### src/bau_pkg.sv
package bau_pkg;

  // arbitration states, binary codes
  typedef enum logic [2:0] {
    BAU_IDLE     = 3'h0,
    BAU_SNOOP    = 3'h1,
    BAU_IMPLICIT = 3'h2,
    BAU_PARK     = 3'h3,
    BAU_ACTIVE   = 3'h4
  } bau_arb_e;

  // transfers per cycle kind
  localparam logic [2:0] BAU_BEATS_LINE   = 3'h4;
  localparam logic [2:0] BAU_BEATS_SINGLE = 3'h1;

  // width of the sampled pin group
  localparam int BAU_PIN_W = 4;

  // sampled bus pins, all active low
  typedef struct packed {
    logic grant_n;
    logic busy_n;
    logic ack_n;
    logic err_n;
  } bau_pins_s;

  // idle level of the sampled pins
  localparam bau_pins_s BAU_PINS_RST = '{
    grant_n: 1'b1, busy_n: 1'b1, ack_n: 1'b1, err_n: 1'b1
  };

  // whole state of the arbitration unit
  typedef struct packed {
    bau_arb_e   st;
    logic [2:0] beats_left;
    logic [1:0] own_hist;
    logic       br_n;
    logic       bb_out_n;
    logic       bb_oe;
    logic       ts_n;
    logic       tip_n;
    logic       atomic_sequence_end_n_n;
    logic       drv_oe;
    logic       drv_def;
    logic       taken;
    logic       done;
    logic       snoop_rdy;
  } bau_state_s;

  localparam bau_state_s BAU_STATE_RST = '{
    st:         BAU_IDLE,
    beats_left: 3'h0,
    own_hist:   2'h0,
    br_n:       1'b1,
    bb_out_n:   1'b1,
    bb_oe:      1'b0,
    ts_n:       1'b1,
    tip_n:      1'b1,
    atomic_sequence_end_n_n:    1'b1,
    drv_oe:     1'b0,
    drv_def:    1'b0,
    taken:      1'b0,
    done:       1'b0,
    snoop_rdy:  1'b0
  };

endpackage

### src/bau_arbiter.sv
`timescale 1ns/10ps
// Function
// - one idle clock with busy negated between tenures; arbitration overlaps cycles.
// - synchronous apart from the asynchronous reset; otherwise state changes on the rising clock edge only.
// - bus request asserted while an internal access is pending.
// - bus request may be withdrawn at any time, regardless of grant or busy.
// - when already granted, request asserts in the same clock as start.
// - bus request is always actively driven, never wire-ORed.
// - grant removed mid-cycle: finish the cycle, then release the bus.
// - four beats of a burst-inhibited line count as one cycle.
// - bus may be taken away between read and write of locked sequence.
// - sequence-end signal asserted during the final write of a locked sequence.
// - granted while another finishes: wait for busy negated, then assert busy and start.
// - busy held while granted; after grant loss negated at cycle end, then released.
// - request negated when no accesses remain pending.
// - granted with nothing pending: implicit ownership, undefined drive, busy tri-stated.
// - implicit to explicit: busy, request, in-progress and start asserted together.
// - grant held after a cycle: park with busy asserted, undefined drive.
// - five states: idle, snoop, implicit ownership, park, active bus cycle.
// - idle and snoop leave bus undriven and busy undriven, except busy driven high in the first idle clock after release; snoop ready to serve.
// - grant removed late or while parked may still see another cycle.
// - ownership taken only after sampling grant asserted with busy negated.
module bau_arbiter
  import bau_pkg::*;
(
  // clock and reset
  input  wire logic ref_clk,
  input  wire logic rst,
  // internal access request
  input  wire logic req_valid,
  input  wire logic req_line,
  input  wire logic req_lock_last,
  output logic      req_taken,
  output logic      cycle_done,
  // status
  output bau_arb_e  arb_state,
  output logic      snoop_ready,
  // arbitration pins
  output logic      bus_request_n,
  input  wire logic bus_grant_n,
  input  wire logic bus_busy_n_i,
  output logic      bus_busy_n_o,
  output logic      bus_busy_n_oe,
  // transfer control pins
  output logic      transfer_start_n,
  output logic      transfer_in_progress_n,
  output logic      atomic_sequence_end_n,
  input  wire logic transfer_ack_n,
  input  wire logic transfer_error_ack_n,
  // address and data drive control
  output logic      bus_drive_oe,
  output logic      bus_values_defined
);

  bau_state_s s_reg;
  bau_state_s s_next;
  bau_pins_s  pins_raw;
  bau_pins_s  pins;

  logic granted;
  logic other_busy;
  logic bus_free;
  logic ack_seen;
  logic err_seen;
  logic cyc_end;

  assign pins_raw = '{
    grant_n: bus_grant_n,
    busy_n:  bus_busy_n_i,
    ack_n:   transfer_ack_n,
    err_n:   transfer_error_ack_n
  };

  // every pin passes two flops before use
  bau_sync #(
    .W       (BAU_PIN_W),
    .RST_VAL (BAU_PINS_RST)
  ) u_sync (
    .ref_clk (ref_clk),
    .rst     (rst),
    .d       (pins_raw),
    .q       (pins)
  );

  // sampled levels, all active low on the pins
  assign granted  = ~pins.grant_n;
  assign ack_seen = ~pins.ack_n;
  assign err_seen = ~pins.err_n;

  // own busy drive delayed like the synchroniser, so it is not taken for another master
  assign other_busy = ~pins.busy_n & ~s_reg.own_hist[1];
  assign bus_free   = pins.busy_n;

  // final beat reached, or an error ends the cycle early
  assign cyc_end = (s_reg.st == BAU_ACTIVE) & (err_seen |
                   (ack_seen & (s_reg.beats_left == BAU_BEATS_SINGLE)));

  // opens a bus cycle: busy, in-progress and start together, request as well
  function automatic bau_state_s start_cycle(input bau_state_s s,
                                             input logic line,
                                             input logic lock_last);
    bau_state_s r;
    r            = s;
    r.st         = BAU_ACTIVE;
    r.ts_n       = 1'b0;
    r.tip_n      = 1'b0;
    r.bb_out_n   = 1'b0;
    r.bb_oe      = 1'b1;
    r.drv_oe     = 1'b1;
    r.drv_def    = 1'b1;
    r.taken      = 1'b1;
    r.snoop_rdy  = 1'b0;
    r.beats_left = line ? BAU_BEATS_LINE : BAU_BEATS_SINGLE;
    r.atomic_sequence_end_n_n    = ~lock_last;
    return r;
  endfunction

  // gives the bus up: busy driven high for one clock, then released
  function automatic bau_state_s release_bus(input bau_state_s s);
    bau_state_s r;
    r          = s;
    r.st       = BAU_IDLE;
    r.bb_out_n = 1'b1;
    r.bb_oe    = 1'b1;
    r.drv_oe   = 1'b0;
    r.drv_def  = 1'b0;
    r.tip_n    = 1'b1;
    r.atomic_sequence_end_n_n  = 1'b1;
    return r;
  endfunction

  always_comb begin
    s_next          = s_reg;
    s_next.ts_n     = 1'b1;
    s_next.taken    = 1'b0;
    s_next.done     = 1'b0;
    s_next.own_hist = {s_reg.own_hist[0], s_reg.bb_oe & ~s_reg.bb_out_n};
    // request follows pending work and may drop at any time
    s_next.br_n     = ~req_valid;
    unique case (s_reg.st)
      BAU_IDLE, BAU_SNOOP: begin
        // the released busy drive lasts a single clock
        s_next.bb_oe     = 1'b0;
        s_next.drv_oe    = 1'b0;
        s_next.drv_def   = 1'b0;
        s_next.snoop_rdy = 1'b0;
        if (granted && bus_free && !s_reg.bb_oe) begin
          if (req_valid) begin
            s_next = start_cycle(s_next, req_line, req_lock_last);
          end else begin
            s_next.st     = BAU_IMPLICIT;
            s_next.drv_oe = 1'b1;
          end
        end else if (other_busy) begin
          s_next.st        = BAU_SNOOP;
          s_next.snoop_rdy = 1'b1;
        end else begin
          s_next.st = BAU_IDLE;
        end
      end
      BAU_IMPLICIT: begin
        // outputs driven but meaningless, busy left to the pullup
        s_next.bb_oe   = 1'b0;
        s_next.drv_oe  = 1'b1;
        s_next.drv_def = 1'b0;
        if (!granted) begin
          s_next.st     = BAU_IDLE;
          s_next.drv_oe = 1'b0;
        end else if (req_valid) begin
          s_next = start_cycle(s_next, req_line, req_lock_last);
        end
      end
      BAU_ACTIVE: begin
        if (cyc_end) begin
          s_next.done = 1'b1;
          // grant lost during the cycle: finish, then let go
          if (!granted) begin
            // locked sequences are not held: grant loss ends the tenure anyway
            s_next = release_bus(s_next);
          end else begin
            s_next.st      = BAU_PARK;
            s_next.tip_n   = 1'b1;
            s_next.atomic_sequence_end_n_n = 1'b1;
            s_next.drv_def = 1'b0;
          end
        end else if (ack_seen) begin
          // a line stays one cycle until its fourth beat
          s_next.beats_left = s_reg.beats_left - 3'h1;
        end
      end
      BAU_PARK: begin
        // a request seen with a just-removed grant may still start a cycle
        if (!granted) begin
          s_next = release_bus(s_next);
        end else if (req_valid) begin
          s_next = start_cycle(s_next, req_line, req_lock_last);
        end
      end
      default: begin
        s_next = BAU_STATE_RST;
      end
    endcase
  end

  always_ff @(posedge ref_clk or posedge rst) begin
    if (rst) begin
      s_reg <= BAU_STATE_RST;
    end else begin
      s_reg <= s_next;
    end
  end

  assign req_taken              = s_reg.taken;
  assign cycle_done             = s_reg.done;
  assign arb_state              = s_reg.st;
  assign snoop_ready            = s_reg.snoop_rdy;
  assign bus_request_n          = s_reg.br_n;
  assign bus_busy_n_o           = s_reg.bb_out_n;
  assign bus_busy_n_oe          = s_reg.bb_oe;
  assign transfer_start_n       = s_reg.ts_n;
  assign transfer_in_progress_n = s_reg.tip_n;
  assign atomic_sequence_end_n  = s_reg.atomic_sequence_end_n_n;
  assign bus_drive_oe           = s_reg.drv_oe;
  assign bus_values_defined     = s_reg.drv_def;

  // start always comes with in-progress and busy
  a_start_with_tip: assert property (
    @(posedge ref_clk) disable iff (rst)
    !transfer_start_n |-> !transfer_in_progress_n && bus_busy_n_oe && !bus_busy_n_o
  ) else $error("start without in-progress or busy");

  a_start_with_req: assert property (
    @(posedge ref_clk) disable iff (rst)
    !transfer_start_n |-> !bus_request_n
  ) else $error("start without bus request");

  a_take_when_free: assert property (
    @(posedge ref_clk) disable iff (rst)
    ($past(s_reg.st) == BAU_IDLE || $past(s_reg.st) == BAU_SNOOP) &&
    s_reg.st != BAU_IDLE && s_reg.st != BAU_SNOOP
    |-> $past(granted) && $past(bus_free)
  ) else $error("ownership taken without grant and free bus");

  a_release_idle_clk: assert property (
    @(posedge ref_clk) disable iff (rst)
    (s_reg.st == BAU_IDLE) && ($past(s_reg.st) == BAU_ACTIVE ||
     $past(s_reg.st) == BAU_PARK)
    |-> bus_busy_n_oe && bus_busy_n_o ##1 !bus_busy_n_oe
  ) else $error("busy not negated for one clock before release");

  a_line_four_beats: assert property (
    @(posedge ref_clk) disable iff (rst)
    s_reg.st == BAU_ACTIVE && s_reg.beats_left > BAU_BEATS_SINGLE && !err_seen
    |=> s_reg.st == BAU_ACTIVE
  ) else $error("line cycle left before its last beat");

  a_grant_loss_exit: assert property (
    @(posedge ref_clk) disable iff (rst)
    cyc_end && !granted |=> s_reg.st == BAU_IDLE && cycle_done && !bus_drive_oe
  ) else $error("bus kept after grant loss at cycle end");

  a_idle_no_drive: assert property (
    @(posedge ref_clk) disable iff (rst)
    (s_reg.st == BAU_IDLE || s_reg.st == BAU_SNOOP) |-> !bus_drive_oe && bus_busy_n_o
  ) else $error("bus driven while idle or snooping");

  a_implicit_drive: assert property (
    @(posedge ref_clk) disable iff (rst)
    s_reg.st == BAU_IMPLICIT |-> !bus_busy_n_oe && bus_drive_oe && !bus_values_defined
  ) else $error("implicit ownership drive wrong");

  a_park_busy: assert property (
    @(posedge ref_clk) disable iff (rst)
    s_reg.st == BAU_PARK |-> bus_busy_n_oe && !bus_busy_n_o && transfer_in_progress_n
      && !bus_values_defined
  ) else $error("park state drive wrong");

  a_req_released: assert property (
    @(posedge ref_clk) disable iff (rst)
    !req_valid ##1 !req_valid |-> bus_request_n
  ) else $error("request held with nothing pending");

  a_atomic_sequence_end_n_in_cycle: assert property (
    @(posedge ref_clk) disable iff (rst)
    !atomic_sequence_end_n |-> !transfer_in_progress_n && s_reg.st == BAU_ACTIVE
  ) else $error("sequence end outside a bus cycle");

  // per-clock checks on what the pins show
  a_req_follows: assert property (
    @(posedge ref_clk) disable iff (rst)
    req_valid |=> !bus_request_n
  ) else $error("request not raised for pending access");

  a_start_pulse: assert property (
    @(posedge ref_clk) disable iff (rst)
    !transfer_start_n |=> transfer_start_n
  ) else $error("start held longer than one clock");

  a_busy_owned: assert property (
    @(posedge ref_clk) disable iff (rst)
    s_reg.st == BAU_ACTIVE |-> bus_busy_n_oe && !bus_busy_n_o && bus_drive_oe
      && bus_values_defined && !transfer_in_progress_n
  ) else $error("active cycle without busy or defined drive");

  a_park_release: assert property (
    @(posedge ref_clk) disable iff (rst)
    s_reg.st == BAU_PARK && !granted
    |=> s_reg.st == BAU_IDLE && bus_busy_n_oe && bus_busy_n_o && !bus_drive_oe
  ) else $error("park not left with busy negated");

  a_snoop_flag: assert property (
    @(posedge ref_clk) disable iff (rst)
    s_reg.st == BAU_SNOOP |-> snoop_ready && !bus_busy_n_oe && !bus_drive_oe
  ) else $error("snoop state drive or flag wrong");

  a_done_ends_cycle: assert property (
    @(posedge ref_clk) disable iff (rst)
    cycle_done |-> $past(s_reg.st) == BAU_ACTIVE && transfer_in_progress_n
  ) else $error("cycle end flagged outside a bus cycle");

  c_line_done: cover property (
    @(posedge ref_clk) disable iff (rst)
    s_reg.st == BAU_ACTIVE && s_reg.beats_left == BAU_BEATS_LINE ##[1:40] cycle_done
  );

  c_park_to_active: cover property (
    @(posedge ref_clk) disable iff (rst)
    s_reg.st == BAU_PARK ##1 s_reg.st == BAU_ACTIVE
  );

  c_implicit_to_active: cover property (
    @(posedge ref_clk) disable iff (rst)
    s_reg.st == BAU_IMPLICIT ##1 s_reg.st == BAU_ACTIVE
  );

  c_snoop_seen: cover property (
    @(posedge ref_clk) disable iff (rst)
    s_reg.st == BAU_SNOOP
  );

  c_grant_loss: cover property (
    @(posedge ref_clk) disable iff (rst)
    s_reg.st == BAU_ACTIVE && !granted ##[1:40] s_reg.st == BAU_IDLE
  );

endmodule

### src/bau_sync.sv
`timescale 1ns/10ps
module bau_sync
  import bau_pkg::*;
#(
  parameter int           W       = 4,
  parameter logic [W-1:0] RST_VAL = '1
) (
  // clock and reset
  input  wire logic         ref_clk,
  input  wire logic         rst,
  // pin side and synchronised side
  input  wire logic [W-1:0] d,
  output logic      [W-1:0] q
);

  typedef struct packed {
    logic [W-1:0] s1;
    logic [W-1:0] s2;
  } bau_sync_s;

  bau_sync_s s_reg;
  bau_sync_s s_next;

  // first stage feeds only the second
  always_comb begin
    s_next    = s_reg;
    s_next.s1 = d;
    s_next.s2 = s_reg.s1;
  end

  always_ff @(posedge ref_clk or posedge rst) begin
    if (rst) begin
      s_reg <= '{s1: RST_VAL, s2: RST_VAL};
    end else begin
      s_reg <= s_next;
    end
  end

  assign q = s_reg.s2;

endmodule

### config.mk
export PLATFORM = sky130hd
export DESIGN_NAME = bau_arbiter
export DESIGN_NICKNAME = d
export VERILOG_FILES = /design/src/bau_pkg.sv /design/src/bau_arbiter.sv /design/src/bau_sync.sv
export SDC_FILE = /design/constraint.sdc
export NUM_CORES = 1
export LEC_CHECK = 0
export ABC_AREA = 1
export BUFFER_PORTS_ARGS = -buffer_cell sky130_fd_sc_hd__buf_2
export CORE_MARGIN = 5
export CORE_UTILIZATION = 54
export CTS_CLUSTER_DIAMETER = 30
export DETAILED_ROUTE_END_ITERATION = 16
export GPL_TIMING_DRIVEN = 0
export PLACE_DENSITY = 0.87
export SLEW_MARGIN = 10
export SYNTH_ARGS = -nofsm -noshare
export SYNTH_HDL_FRONTEND = slang
export SYNTH_SLANG_ARGS = --single-unit
### constraint.sdc
create_clock -name ref_clk -period 1.5 [get_ports ref_clk]
set_clock_uncertainty 0.05 [all_clocks]
set_input_delay 0 -clock ref_clk [delete_from_list [all_inputs] [get_ports ref_clk]]
set_output_delay 0 -clock ref_clk [all_outputs]
set_load 0.01 [all_outputs]
==> results.yml <==
flow_run:
  maxCapViolCount: 0
yosys:
  synthCells: 164
  synth_top_cell_by_area: "dfrtp_1"
  synth-seq-area-share: 0.509
  ys_seq_elements: 27
  syn_area_per_cell_um2: 8.29
  synth_nets: 175
  yosys-top-cells-area: "dfrtp_1 (26%), dfstp_2 (25%), nand2_1 (14%)"
  netlist.area_leader.share: 0.258
  ys_warn_count: 0
  syn_area_um2: 1360
  synth.distinct_cells: 24
layout:
  n_fill_cell: 204
  largest_reg_flops: 5
  fin_area_um2: 1670
  fin_util: 0.688
  num-nets-final: 212
  final_cell_mix: "nand2_1 (46), buf_2 (22), inv_1 (20)"
  area_growth_pct: 23.0
  n_antenna_cell: 0
  drive_gt1_frac: 0.390
  final_common_cell: "nand2_1"
critical_path:
  critPathKind: "flop to flop"
  critPathCaptureType: "flop"
  cp.required_ns: 1.72
  path_max_fanout: 6
  crit_arrival_ns: 1.66
  start_kind: "flop"
cts:
  cts_inserted_buffers: 3
  cts_root_buffer: "clkbuf_4"
  cts.sinks: 27
  clk_pin_slew_ns: 0.14
  htree_num_levels: 1
  clk_latency_ns: 0.32
  clockBufferDepth: 2
  cts_tree: "yes"
timing:
  period_share: 0.956
  worst_pin_slew_ns: 0.960
  relSlewSlack: 0.359
  setup_viol: 0
  hold_violations: 0
  slew_violations: 0
  fin_crit_ns: 1.43
  rsz0062_at_grt: "yes"
  fmax_ghz: 0.697
  tns_ns: 0
drt:
  ant_nets: 0
  routed_wl_mm: 2.94
  first_iter_violations: 23
  drt_first_pass_iters: 4
  vias: 1179
  route.detailed.drc: 0
  wl_per_cell_um: 12.8
  viasPerCell: 5.13
die:
  start_util: 0.559
  row_count: 18
  die_y_um: 60.2
  die_x_um: 60.2
  num_io_pins: 23
  die_area_um2: 3620
  core_um2: 2430
status:
  outcome: "finished clean"
place:
  io_buffers: 22
  hpwl_mm: 2.20
  postPlaceCellArea_um2: 1510
  gp_congestion: 0.891
power:
  vdd_drop_max_mv: 1.15
  fin_total_pwr_mw: 2.39
  power_leakage_nw: 0.907
  p_per_area_nw_per_um2: 1430
hold_path:
  hp-class: "input port to flop"
global_route:
  antenna_found_initial: 0
  grt_use_total: 0.191
  grt_max_degree: 28
  grt_first_pass_wirelength_mm: 5.05
  grt_pass1_vias: 1164
  globalRouteOverflowTotal: 0
[cell usage after synthesis (all sizes together)]
library cell  count
dfstp            13
ha                2
nand3b            2
nor3              2
o21bai            1
dfrtp            14
buf               3
a21oi             4
nand4             2
inv              25
o21ai             6
or2               1
nand3            17
nor2             15
clkinv            1
nand2            56
[cells by family after synthesis]
kind of cell	share of synthesized area
simple gates	0.337
buf+inv	0.0883
flops	0.509
compound gates	0.0478
fa+ha+maj	0.0184
[per-stage QoR]
stage	hold WS (ns)	instances	setup slack (ns)
floorplan	-0.0455	164	0.192
global route	0.0411	230	-0.0153
global placement	0.0545	216	0.0246
CTS	0.00110	227	0.0286
finish	0.00904	230	0.0654
detailed placement	0.0567	216	-0.00454
[timing repair]
action | CTS | global route
buffers inserted | 0 | 3
hold buffers | 7 | 0
endpoints found under the setup margin | 5 | 12
hold endpoints to repair | 22 | 0
pin swaps | 0 | 3
resized for setup | 1 | 17
[path summary, 6_finish.rpt]
kind	slack (ns)	to	from	cells past startpoint
worst min register to register	0.32	u_sync.q[0]	u_sync.s_next[0]	0
worst min-delay path	0.009	s_reg[13]	req_line	6
min in group asynchronous	0.37	s_reg[14]	rst	3
max in group asynchronous	0.39	arb_state[1]	rst	3
worst max register to register	0.07	s_reg[15]	s_reg[13]	8
worst max-delay path	0.07	s_reg[15]	s_reg[13]	8
[worst max-delay path: stages (launching register included)]
cell      delay, ns
dfrtp_1        0.44
ha_1           0.22
nand3b_1       0.14
nand2_2        0.10
nand2_4        0.10
nand2_1        0.10
nor2_4         0.12
nand2_1        0.06
nand2_1        0.06
[cell type report]
type / instances / area (um2) / share of cell area
plain buffers: 3 / 22.5 / 0.0135
clock buffers: 4 / 26.3 / 0.0157
inverters: 26 / 100 / 0.0598
multi-input cells: 108 / 588 / 0.352
flip-flops and latches: 27 / 696 / 0.416
well taps: 30 / 37.5 / 0.0224
repair buffers: 32 / 203 / 0.121
[where the power goes]
part	internal (mW)	switching, mW
registers	0.945	0.126
logic	0.404	0.602
clock network	0.104	0.206
total	1.45	0.934
[per-layer routing]
metal | global-route usage | share of wire | routed length, um
met5 | 0 | 0 | 0
met4 | 0.123 | 0.030 | 88
met3 | 0.0238 | 0.036 | 107
met2 | 0.307 | 0.50 | 1460
met1 | 0.240 | 0.44 | 1290
Note: power is estimated with default switching activity, not from simulation.
